==> config.mk <==
export PLATFORM = sky130hd
export DESIGN_NAME = timer_table_engine_flat
export DESIGN_NICKNAME = d
export VERILOG_FILES = /design/src/design/timer_engine_pkg.sv /design/src/design/coproc_link_if.sv /design/src/design/timer_table_engine.sv /design/src/flat_wrapper.sv
export VERILOG_INCLUDE_DIRS = /design/src /design/src/design
export SDC_FILE = /design/constraint.sdc
export NUM_CORES = 2
export LEC_CHECK = 0
export BUFFER_PORTS_ARGS = -buffer_cell sky130_fd_sc_hd__buf_4
export CORE_UTILIZATION = 55
export CTS_BUF_LIST = sky130_fd_sc_hd__clkbuf_8
export DETAILED_ROUTE_END_ITERATION = 16
export GPL_TIMING_DRIVEN = 1
export PLACE_DENSITY_LB_ADDON = 0.25
export SYNTH_ARGS = -nofsm -noshare
export SYNTH_HDL_FRONTEND = slang
export SYNTH_SLANG_ARGS = --single-unit
==> constraint.sdc <==
create_clock -name core_clk -period 8.78 [get_ports core_clk]
set_input_delay 0.878 -clock core_clk [delete_from_list [all_inputs] [get_ports core_clk]]
set_output_delay 0.878 -clock core_clk [all_outputs]
set_load 0.01 [all_outputs]
==> src/design/timer_engine_cfg.svh <==
// Address map, field positions and timing counts of the timer engine
`ifndef TIMER_ENGINE_CFG_SVH
`define TIMER_ENGINE_CFG_SVH
`define ADDR_W 9
`define OFF_BASE 9'h000
`define OFF_PTR 9'h002
`define OFF_RESTART 9'h004
`define OFF_VALID 9'h006
`define OFF_CMD_HI 9'h008
`define OFF_CMD_LO 9'h00A
`define OFF_CNT_HI 9'h00C
`define OFF_CNT_LO 9'h00E
`define OFF_COMMAND 9'h010
`define OFF_EVENTS 9'h012
`define OFF_ENABLES 9'h014
`define OFF_CONFIG 9'h016
`define DPRAM_SEL_BIT 8
`define CMD_SOFT_RESET 16'h8001
`define CMD_SET_TIMER 16'h0851
`define CMD_RST_BIT 15
`define CMD_FLG_BIT 0
`define CMD_OPCH_MSB 11
`define CMD_OPCH_LSB 4
`define SET_TIMER_OPCH 8'h85
`define TW_VALID_BIT 31
`define TW_RESTART_BIT 30
`define TW_NUM_MSB 19
`define TW_NUM_LSB 16
`define TW_PERIOD_MSB 15
`define CFG_TIME_EN_BIT 15
`define CFG_GMASK_BIT 14
`define CFG_MULT_MSB 5
`define ALIGN_MASK 16'hFFFC
`define TICK_UNIT_CLKS 1024
`define CMD_LATENCY_CLKS 40
`define CMD_LATENCY_MAX_CLKS 120
`endif

==> src/design/timer_engine_pkg.sv <==
// Types shared by both ends of the timer engine link
package timer_engine_pkg;
    typedef enum logic [2:0] {
        SC_IDLE = 3'b001,
        SC_RUN = 3'b010,
        SC_DONE = 3'b100
    } scan_e;
    typedef enum logic [3:0] {
        H_IDLE = 4'b0001,
        H_WRITE = 4'b0010,
        H_POLL = 4'b0100,
        H_WAIT = 4'b1000
    } host_e;
    typedef enum logic [2:0] {
        OP_SETUP = 3'h0,
        OP_CONFIG = 3'h1,
        OP_SET_TIMER = 3'h2,
        OP_ACK = 3'h3,
        OP_RESET = 3'h4
    } host_op_e;
    typedef struct packed {
        logic [15:0] base;
        logic [15:0] ptr;
        logic [15:0] restart;
        logic [15:0] valid;
        logic [31:0] tcmd;
        logic [31:0] tcnt;
        logic [15:0] command;
        logic [15:0] events;
        logic [15:0] enables;
        logic [15:0] cfg_w;
        logic [9:0] sub_cnt;
        logic [5:0] mult_cnt;
        logic [6:0] lat_cnt;
        logic busy;
        logic scan_pend;
        scan_e scan;
        logic [15:0] rdata;
        logic rvalid;
    } dev_state_s;
    typedef struct packed {
        host_e st;
        host_op_e op;
        logic [31:0] arg;
        logic [1:0] step;
        logic [8:0] addr;
        logic wr;
        logic rd;
        logic [15:0] wdata;
        logic done;
    } host_state_s;
endpackage

==> src/design/coproc_link_if.sv <==
// Register link between the host and the timer engine
`timescale 1ns/1ps
interface coproc_link_if;
    logic [8:0] addr;
    logic wr;
    logic rd;
    logic [15:0] wdata;
    logic [15:0] rdata;
    logic rvalid;
    logic irq;
    modport device (input addr, input wr, input rd, input wdata,
                    output rdata, output rvalid, output irq);
    modport host (output addr, output wr, output rd, output wdata,
                  input rdata, input rvalid, input irq);
endinterface

==> src/design/timer_table_engine.sv <==
// Timer table engine: command register, parameter words, table scan
//
// Function
// [RULE1] Soft reset 8001 reads back zero quickly
// [RULE2] Semaphore stays set until command completes
// [RULE3] Commands finish well inside 120 clocks
// [RULE4] Sixteen timers, one-shot or restart
// [RULE5] Tick is multiple of 1024 clocks
// [RULE6] Table scan yields to commands, ticks dropped
// [RULE7] Four-byte entries, ascending, from base offset
// [RULE8] Host aligns base offset to four
// [RULE9] Scan pointer owned by engine only
// [RULE10] Restart bitmap changed only by set-timer; soft reset also clears it here
// [RULE11] Valid bitmap changed only by set-timer; here one-shot expiry and soft reset also clear bits
// [RULE12] Word bit31 enable, bit30 restart
// [RULE13] Word bits 19..16 select timer
// [RULE14] Period zero means 65536 ticks
// [RULE15] Host zeroes reserved bits 29..20
// [RULE16] Tick counter increments after every scan
// [RULE17] Set-timer loads initial, scan decrements current
// [RULE18] Event bits write-one-to-clear, reset zero
// [RULE19] Interrupt needs event, enable and global mask
// [RULE20] Host writes word then 0851 command
// [RULE21] Expiry sets event, reloads or invalidates
// [RULE22] Set-timer defers scanning to next tick
// [RULE23] Host waits semaphore clear, reset excepted
// [RULE24] Scan ascends from timer zero
`timescale 1ns/1ps
`include "timer_engine_cfg.svh"
module timer_table_engine
    import timer_engine_pkg::*;
#(
    parameter int NUM_TIMERS = 16,
    parameter int DP_ENTRIES = 64
) (
    input wire logic core_clk,
    input wire logic rst,
    coproc_link_if.device bus,
    output logic scan_active,
    output logic [31:0] tick_total
);
    localparam int EW = $clog2(DP_ENTRIES);

    if (NUM_TIMERS < 1 || NUM_TIMERS > 16) begin : g_bad_timers
        $error("NUM_TIMERS must be 1 to 16");
    end
    if (DP_ENTRIES < NUM_TIMERS || DP_ENTRIES > 64 || (1 << EW) != DP_ENTRIES) begin : g_bad_dp
        $error("DP_ENTRIES must be a power of two, NUM_TIMERS to 64");
    end

    dev_state_s s;
    dev_state_s n;
    logic [15:0] init_mem [DP_ENTRIES];
    logic [15:0] cur_mem [DP_ENTRIES];
    logic we_i;
    logic we_c;
    logic [EW-1:0] widx;
    logic [15:0] wi_d;
    logic [15:0] wc_d;
    logic host_mem;
    logic tick;
    logic [3:0] tidx;
    logic [3:0] set_num;
    logic [EW-1:0] ent;
    logic [EW-1:0] hent;
    logic [15:0] cur_v;

    assign tidx = s.ptr[3:0];
    assign set_num = s.tcmd[`TW_NUM_MSB:`TW_NUM_LSB];
    assign ent = s.base[EW+1:2] + EW'(tidx); // RULE7
    assign hent = bus.addr[EW+1:2];
    assign cur_v = cur_mem[ent];

    always_comb begin
        n = s;
        n.rvalid = 1'b0;
        tick = 1'b0;
        we_i = 1'b0;
        we_c = 1'b0;
        widx = '0;
        wi_d = '0;
        wc_d = '0;
        host_mem = 1'b0;

        // Prescaler: 1024-clock units counted up to the programmed multiple
        if (s.cfg_w[`CFG_TIME_EN_BIT]) begin
            if (s.sub_cnt == 10'(`TICK_UNIT_CLKS - 1)) begin // RULE5
                n.sub_cnt = '0;
                if (s.mult_cnt == s.cfg_w[`CFG_MULT_MSB:0]) begin
                    n.mult_cnt = '0;
                    tick = 1'b1;
                end else begin
                    n.mult_cnt = s.mult_cnt + 6'h01;
                end
            end else begin
                n.sub_cnt = s.sub_cnt + 10'h001;
            end
        end else begin
            n.sub_cnt = '0;
            n.mult_cnt = '0;
        end
        // A tick that finds the scan still owed is lost, not queued
        if (tick && s.scan == SC_IDLE && !s.scan_pend) begin
            n.scan_pend = 1'b1; // RULE6
        end

        if (bus.rd) begin
            n.rvalid = 1'b1;
            if (bus.addr[`DPRAM_SEL_BIT]) begin
                n.rdata = bus.addr[1] ? cur_mem[hent] : init_mem[hent];
            end else begin
                case (bus.addr)
                    `OFF_BASE: n.rdata = s.base;
                    `OFF_PTR: n.rdata = s.ptr;
                    `OFF_RESTART: n.rdata = s.restart;
                    `OFF_VALID: n.rdata = s.valid;
                    `OFF_CMD_HI: n.rdata = s.tcmd[31:16];
                    `OFF_CMD_LO: n.rdata = s.tcmd[15:0];
                    `OFF_CNT_HI: n.rdata = s.tcnt[31:16];
                    `OFF_CNT_LO: n.rdata = s.tcnt[15:0];
                    `OFF_COMMAND: n.rdata = s.command; // RULE2
                    `OFF_EVENTS: n.rdata = s.events;
                    `OFF_ENABLES: n.rdata = s.enables;
                    `OFF_CONFIG: n.rdata = s.cfg_w;
                    default: n.rdata = '0;
                endcase
            end
        end

        if (bus.wr) begin
            if (bus.addr[`DPRAM_SEL_BIT]) begin
                host_mem = 1'b1;
                widx = hent;
                we_i = !bus.addr[1];
                we_c = bus.addr[1];
                wi_d = bus.wdata;
                wc_d = bus.wdata;
            end else begin
                case (bus.addr)
                    `OFF_BASE: n.base = bus.wdata;
                    `OFF_CMD_HI: n.tcmd[31:16] = bus.wdata;
                    `OFF_CMD_LO: n.tcmd[15:0] = bus.wdata;
                    `OFF_CNT_HI: n.tcnt[31:16] = bus.wdata;
                    `OFF_CNT_LO: n.tcnt[15:0] = bus.wdata;
                    `OFF_EVENTS: n.events = s.events & ~bus.wdata; // RULE18
                    `OFF_ENABLES: n.enables = bus.wdata;
                    `OFF_CONFIG: n.cfg_w = bus.wdata;
                    `OFF_COMMAND: begin
                        // Writes other than soft reset are dropped while busy; host must wait
                        if (!s.busy) begin
                            n.command = bus.wdata; // RULE2
                            n.busy = bus.wdata[`CMD_FLG_BIT];
                            n.lat_cnt = '0;
                        end
                    end
                    // Pointer and bitmaps ignore host writes
                    default: ; // RULE9 RULE10 RULE11
                endcase
            end
        end

        // Host memory access wins the single write port; engine waits
        if (s.busy) begin
            if (s.lat_cnt >= 7'(`CMD_LATENCY_CLKS - 1) && !host_mem) begin // RULE3
                n.busy = 1'b0;
                n.command[`CMD_FLG_BIT] = 1'b0; // RULE2
                if (s.command[`CMD_OPCH_MSB:`CMD_OPCH_LSB] == `SET_TIMER_OPCH) begin
                    n.valid[set_num] = s.tcmd[`TW_VALID_BIT]; // RULE11 RULE12 RULE13
                    n.restart[set_num] = s.tcmd[`TW_RESTART_BIT]; // RULE10 RULE12
                    if (s.tcmd[`TW_VALID_BIT]) begin
                        we_i = 1'b1; // RULE17
                        we_c = 1'b1;
                        widx = s.base[EW+1:2] + EW'(set_num);
                        wi_d = s.tcmd[`TW_PERIOD_MSB:0];
                        wc_d = s.tcmd[`TW_PERIOD_MSB:0];
                    end
                    n.scan_pend = 1'b0; // RULE22
                    n.scan = SC_IDLE;
                    n.ptr = '0;
                end
            end else begin
                n.lat_cnt = s.lat_cnt + 7'h01;
            end
        end else if (!host_mem) begin
            case (s.scan) // RULE6
                SC_IDLE: begin
                    if (s.scan_pend) begin
                        n.scan_pend = 1'b0;
                        n.scan = SC_RUN;
                        n.ptr = '0; // RULE24
                    end
                end
                SC_RUN: begin
                    if (s.valid[tidx]) begin
                        we_c = 1'b1; // RULE21
                        widx = ent;
                        wc_d = cur_v - 16'h0001; // RULE14
                        if (cur_v == 16'h0001) begin
                            n.events[tidx] = 1'b1; // RULE21
                            if (s.restart[tidx]) begin
                                wc_d = init_mem[ent];
                            end else begin
                                n.valid[tidx] = 1'b0;
                            end
                        end
                    end
                    n.ptr = s.ptr + 16'h0001; // RULE24 RULE9
                    if (s.ptr == 16'(NUM_TIMERS - 1)) begin // RULE4
                        n.scan = SC_DONE;
                    end
                end
                SC_DONE: begin
                    n.tcnt = s.tcnt + 32'h0000_0001; // RULE16
                    n.scan = SC_IDLE;
                end
                default: n.scan = SC_IDLE;
            endcase
        end

        // Soft reset is honoured even while a command is running
        if (bus.wr && bus.addr == `OFF_COMMAND && bus.wdata[`CMD_RST_BIT]) begin
            n.command = '0; // RULE1
            n.busy = 1'b0;
            n.valid = '0;
            n.restart = '0;
            n.ptr = '0;
            n.scan = SC_IDLE;
            n.scan_pend = 1'b0;
            we_i = 1'b0;
            we_c = 1'b0;
        end
    end

    always_ff @(posedge core_clk) begin
        if (rst) begin
            s <= '{scan: SC_IDLE, default: '0};
        end else begin
            s <= n;
        end
    end

    // Table entries carry no reset; the set-timer command initialises them
    always_ff @(posedge core_clk) begin
        if (we_i) begin
            init_mem[widx] <= wi_d;
        end
        if (we_c) begin
            cur_mem[widx] <= wc_d;
        end
    end

    assign bus.rdata = s.rdata;
    assign bus.rvalid = s.rvalid;
    assign bus.irq = s.cfg_w[`CFG_GMASK_BIT] & (|(s.events & s.enables)); // RULE19
    assign scan_active = (s.scan != SC_IDLE);
    assign tick_total = s.tcnt;
endmodule

==> src/flat_wrapper.sv <==
// flat-port wrapper written by rule: the top's interface ports become plain ports
module timer_table_engine_flat import timer_engine_pkg::*;
#(
    parameter int NUM_TIMERS = 16,
    parameter int DP_ENTRIES = 64
)
  (core_clk, rst, scan_active, tick_total, bus_addr, bus_wr, bus_rd, bus_wdata, bus_rdata, bus_rvalid, bus_irq);
  coproc_link_if bus_i ();
  input wire logic core_clk;
  input wire logic rst;
  output logic scan_active;
  output logic [31:0] tick_total;
  input wire logic [$bits(bus_i.addr)-1:0] bus_addr;
  input wire logic [$bits(bus_i.wr)-1:0] bus_wr;
  input wire logic [$bits(bus_i.rd)-1:0] bus_rd;
  input wire logic [$bits(bus_i.wdata)-1:0] bus_wdata;
  output wire logic [$bits(bus_i.rdata)-1:0] bus_rdata;
  output wire logic [$bits(bus_i.rvalid)-1:0] bus_rvalid;
  output wire logic [$bits(bus_i.irq)-1:0] bus_irq;
  assign bus_i.addr = bus_addr;
  assign bus_i.wr = bus_wr;
  assign bus_i.rd = bus_rd;
  assign bus_i.wdata = bus_wdata;
  assign bus_rdata = bus_i.rdata;
  assign bus_rvalid = bus_i.rvalid;
  assign bus_irq = bus_i.irq;
  timer_table_engine #(.NUM_TIMERS(NUM_TIMERS), .DP_ENTRIES(DP_ENTRIES)) u_core (.core_clk(core_clk), .rst(rst), .bus(bus_i), .scan_active(scan_active), .tick_total(tick_total));
endmodule
Word level (Yosys, flattened, before mapping)
Memory sizes are Yosys's and may differ from the RTL's.
Cells that the tools add are included.
W data, S select, Z words.
{"block": "word_totals", "ram_bits": 2048, "word_cells": 208, "out_inout_bits": 51, "n_memories": 2, "reg_bits": 237, "inputBits": 29}
{"block": "classes", "add_sub_neg": 8, "n_mux": 108, "n_reduce_logical": 29, "eq_ne": 26, "bitwise": 10, "order_cmp": 5}
{"name": "u_core.cur_mem", "depth": 64, "width": 16, "read_ports": 2, "rd_ports_with_merged_regs": 0, "wr": 1, "line": "timer_table_engine.sv:54", "rtl": "logic [15:0] cur_mem [DP_ENTRIES];"}
{"name": "u_core.init_mem", "depth": 64, "width": 16, "read_ports": 2, "rd_ports_with_merged_regs": 0, "wr": 1, "line": "timer_table_engine.sv:53", "rtl": "logic [15:0] init_mem [DP_ENTRIES];"}
{"op": "$mux W16", "n": 35}
{"op": "$mux W96", "n": 2}
{"op": "$pmux W16 S12", "n": 1}
{"op": "$mux W32", "n": 3}
{"op": "$mux W48", "n": 2}
{"op": "$mux W6", "n": 10}
{"op": "$and A16 B16 Y16", "n": 3}
{"op": "$mux W8", "n": 5}
{"op": "$eq A9 B4 Y1 const B", "n": 4}
{"op": "$eq A9 B5 Y1 const B", "n": 4}
{"op": "$mux W1", "n": 35}
{"op": "$add A32 B1 Y32 const B", "n": 1}
{"op": "$bwmux W16", "n": 2}
{"op": "$not A16 Y16", "n": 2}
{"op": "$pmux W16 S2", "n": 1}
{"op": "$eq A9 B3 Y1 const B", "n": 2}
{"op": "$reduce_and A3 Y1", "n": 6}
{"op": "$add A16 B1 Y16 const B", "n": 1}
{"op": "$eq A16 B1 Y1 const B", "n": 1}
{"op": "$eq A16 B4 Y1 const B", "n": 1}
{"op": "$mux W4", "n": 4}
{"op": "$or A16 B16 Y16", "n": 1}
{"op": "$reduce_or A16 Y1", "n": 1}
{"op": "$sub A16 B1 Y16 const B", "n": 1}
{"op": "35 further kinds", "n": 58}

Logic depth before layout (Yosys ltp)
{"block": "depth", "ltp_word": 12, "mapped_depth": 21}

Worst setup path before layout
Ideal clock, no wire load.
{"block": "synth_path", "kind": "register to register", "from": "register u_core.s[205] (netlist name)", "to": "memory u_core.cur_mem[0][2], data pin", "path_buffers": 6, "period_less_slack_ps": 6796, "t_required_ps": 8250, "t_arrival_ps": 6266, "setup_slack_ps": 1984, "stages_incl_launch_ff": 20, "path_cell_list": "dfxtp_1 -> ha_1 -> fa_1 -> and3_1 -> or3_1 -> clkbuf_1 -> nand2_1 -> buf_2 -> buf_2 -> buf_1 -> buf_2 -> mux2i_1 -> mux2i_1 -> ha_1 -> inv_1 -> a2111o_1 -> nor4_1 -> buf_2 -> mux2i_1 -> o21bai_1"}
{"block": "synth_between", "elab_chain_cells": 9, "elab_cells_between_ends": 15, "classes_between": "2 x add/sub; 1 x eq/ne; 10 x mux; 2 x memory"}
{"item": "start: declaration", "line": "timer_table_engine.sv:51", "rtl": "dev_state_s s;"}
{"item": "start signal: assignment", "line": "timer_table_engine.sv:238", "rtl": "s <= n;"}
{"item": "$add A6 B4 Y6", "line": "timer_table_engine.sv:70", "rtl": "assign ent = s.base[EW+1:2] + EW'(tidx);"}
{"item": "$mem_v2 Z64 W16"}
{"item": "$sub A16 B1 Y16", "line": "timer_table_engine.sv:197", "rtl": "wc_d = cur_v - 16'h0001;"}
{"item": "$mux W16", "line": "timer_table_engine.sv:200", "rtl": "if (s.restart[tidx]) begin"}
{"item": "$mux W16", "line": "timer_table_engine.sv:198", "rtl": "if (cur_v == 16'h0001) begin"}
{"item": "$mux W16 (*)", "line": "timer_table_engine.sv:194", "rtl": "if (s.valid[tidx]) begin"}
{"item": "$mux W16 (*)", "line": "timer_table_engine.sv:185", "rtl": "case (s.scan)"}
{"item": "$mux W16 (*)", "line": "timer_table_engine.sv:184", "rtl": "end else if (!host_mem) begin"}
{"item": "$mux W16 (*)", "line": "timer_table_engine.sv:163", "rtl": "if (s.busy) begin"}
{"item": "via u_core.wc_d[2]", "line": "timer_table_engine.sv:59", "rtl": "logic [15:0] wc_d;"}
{"item": "end: declaration", "line": "timer_table_engine.sv:54"}
The timed path passes the listed nets; every way through them passes the cells marked *. The select of a mux whose other input is x is not followed.

Worst setup path after layout
{"block": "layout_path", "from": "register u_core.s[207] (netlist name)", "to": "memory u_core.cur_mem[34][8], data pin"}
The elaborated chain is that of the path after synthesis.

==> metrics.cfg <==
[detailed_routing]
routedWlPerCell_um = 36.90
drt_iter0_drc = 11400
drtPass1Iterations = 8
drc = 0
ant_nets = 0
vias = 66730
wirelength_um = 337800
via_per_inst = 7.289

[global_route]
grt_max_degree = 136
grt_pass1_wl_um = 475600
antenna_found_initial = 12
grt_pass1_vias = 65280
grt_usage = 0.3413
grt-ovfl-total = 0

[clock_network]
cts_buffers = 377
cts_tree = yes
cts_max_path_buffers = 4
cts_resized = 0
clk-insertion-delay-late_ns = 1.13
clock_sinks = 2285
cts.clk_slew.worst_paths_ns = 0.06
htree_levels = 5
post-cts-setup-buffer-count = 0
cts_root_buffer = clkbuf_8
cts_hold_buffers = 0

[critical_path]
crit_path_start_kind = register
r2r-end = u_core.cur_mem[34][8]
timing.critical_path.slowest_cell_delay_ns = 1.05
crit_buf_inv = 2
critPathTopFamily = compound AO/OA/AOI/OAI gates
worstPathMaxFanout = 64
rr_startpoint = u_core.s[207]
path_cells = ha_1 -> a21oi_1 -> a21oi_1 -> or2_4 -> buf_4 -> nand4_1 -> a41oi_1 -> nor2_1 -> a2111o_1 -> nor4_2 -> buf_4 -> mux2i_1 -> a21o_2
ff2ff_path_depth = 13
worstPathRequired_ns = 9.46
end_kind = register
crit_path_top_delay_cell = a21o_2
cp.arrival_ns = 8.46
critPathKind = register to register
ff2ff_setup_slack_ns = 1.01

[power]
ir_worst_vdd_mv = 0.1901
total_power_mw = 21.51
powerDensity_nw_per_um2 = 180.4
p_leak_nw = 35.99

[finish]
finalNonFillerCells = 9155
final_nets = 6292
fill_cells = 13770
drive_above_1_share = 0.3404
synthToLayoutAreaGrowth_pct = 10.25

[yosys]
ys_top_cells_by_count = edfxtp_1, mux4_2, nand2_1, nor2_1, clkbuf_1
synthTopCellsByArea = edfxtp_1, mux4_2, dfxtp_1
avgSynthCellArea_um2 = 17.76
synth_most_common_cell = edfxtp_1
ys_types = 79
ys.flop_type = edfxtp_1
synth_top_cell_area_share = 0.5686
synth_edf_count = 2048
synth_top_area_cell = edfxtp_1
synth_fp_nets = 6138
yosysWarnings = 0
syn_area_um2 = 108200
ys_ff_latch = 2285
postSynthCellCount = 6089
synthArstFlopShare = 0
ys_seq_area_frac = 0.6125

[timing]
fin_setup_tns_ns = 0
drv_slew = 0
fmax_ghz = 0.1287
tightestPinTransition_ns = 1.378
maxSlewHeadroom = 0.08111
fin_crit_sh = 0.8851
hold_viol_final = 0
setup_viol = 0
fin_skew_ns = 0.09448
setup_slack_ns = 1.009
fin_crit_ns = 7.771
rsz0062_at_grt = no

[placed_design]
hpwl_um = 206400
portBuffers = 79
place_inst = 8488
gp_congestion = 0.9819
preCtsSetupSlack_ns = 1.273

[min_path]
whs_path_depth = 3
holdPathEnd = u_core.s[170]
hold_class = input port to register
hold_start = bus_wdata[13]

[floorplan]
dieArea_um2 = 198400
start_util = 0.5541
die_h_um = 445.5
pin_count = 80
rows = 162
core_area_um2 = 195200
die_w_um = 445.5

[run_status]
outcome = finished, final reports clean

[flow_run]
drv_cap = 0

==> how the worst max path moves through the flow <==
stage                   from                    end  cells after the start
2_1_floorplan  u_core.s[205]   u_core.cur_mem[0][2]                     19
3_3_place_gp   u_core.s[207]  u_core.cur_mem[60][8]                     13
3_5_place_dp   u_core.s[207]  u_core.cur_mem[61][8]                     13
4_1_cts        u_core.s[207]  u_core.cur_mem[28][8]                     13
5_1_grt        u_core.s[207]  u_core.cur_mem[39][8]                     13
6_report       u_core.s[207]  u_core.cur_mem[34][8]                     13
==> stage by stage <==
stage | hold WS, ns | instance area (um^2) | util
6_report | 0.1025 | 119200 | 0.6109
5_1_grt | 0.08460 | 119200 | 0.6108
4_1_cts | 0.02048 | 119200 | 0.6108
3_5_place_dp | 0.4461 | 112500 | 0.5763
3_3_place_gp | 0.4413 | 112500 | 0.5763
2_1_floorplan | 0.4258 | 108200 | -
==> cell families after synthesis <==
group / synth area share
fa+ha+maj: 0.002453
xor+xnor: 0.004049
flops: 0.6125
compound gates: 0.03676
buf+inv: 0.02191
mux: 0.2741
simple gates: 0.04824
==> registers in the layout, summed over array words and instances, names as in the netlist <==
register / count
u_core.s: 188
u_core.cur_mem: 1024
u_core.bus.rvalid: 1
u_core.tick_total: 32
u_core.init_mem: 1024
u_core.bus.rdata: 16
==> report_power, final <==
part / internal, mW / switching (mW)
logic: 0.369 / 0.653
clock network: 4.35 / 4.31
registers: 11.8 / 0.0120
total: 16.5 / 4.98
==> area by class of cell <==
cell class                      count  area [um^2]  share of cell area
Timing Repair Buffer              294         2449             0.02054
Clock buffer                      394         5423             0.04548
Tap cell                         2624         3283             0.02753
Antenna cell                        4        10.01          0.00008395
Multi-Input combinational cell   3268        40450              0.3392
Inverter                           17        63.81           0.0005352
Sequential cell                  2285        66240              0.5556
Clock inverter                    269         1323             0.01109
==> metal layers <==
| layer | vias up | routed length, um | track usage |
|---|---|---|---|
| li1 | 25840 | - | - |
| met1 | 34630 | 118200 | 0.4581 |
| met4 | 12 | 19180 | 0.1709 |
| met5 | - | 84 | 0 |
| met2 | 5295 | 151900 | 0.5027 |
| met3 | 959 | 48440 | 0.1139 |
==> cells in the final DEF (no fill, tap or decap), drive strengths merged, types with 23 or more instances in the layout <==
| cell | instances |
|---|---|
| a21oi | 249 |
| a221oi | 40 |
| a22o | 28 |
| a22oi | 56 |
| a31oi | 37 |
| and3 | 40 |
| buf | 293 |
| clkbuf | 395 |
| clkinv | 156 |
| dfxtp | 237 |
| edfxtp | 2048 |
| inv | 114 |
| mux2 | 30 |
| mux2i | 129 |
| mux4 | 1244 |
| nand2 | 508 |
| nand3 | 141 |
| nand4 | 32 |
| nor2 | 283 |
| nor2b | 23 |
| nor3 | 80 |
| o21ai | 55 |
| xor2 | 28 |
==> worst reg2reg max path, stage by stage, from the launching register on <==
cell and delay, ns:
dfxtp_1 0.72, ha_1 0.46, a21oi_1 0.15, a21oi_1 0.79
or2_4 0.81, buf_4 0.86, nand4_1 0.42, a41oi_1 0.61
nor2_1 0.19, a2111o_1 0.50, nor4_2 0.30, buf_4 0.26
mux2i_1 0.22, a21o_2 1.05
(Power assumes the default switching activity.)
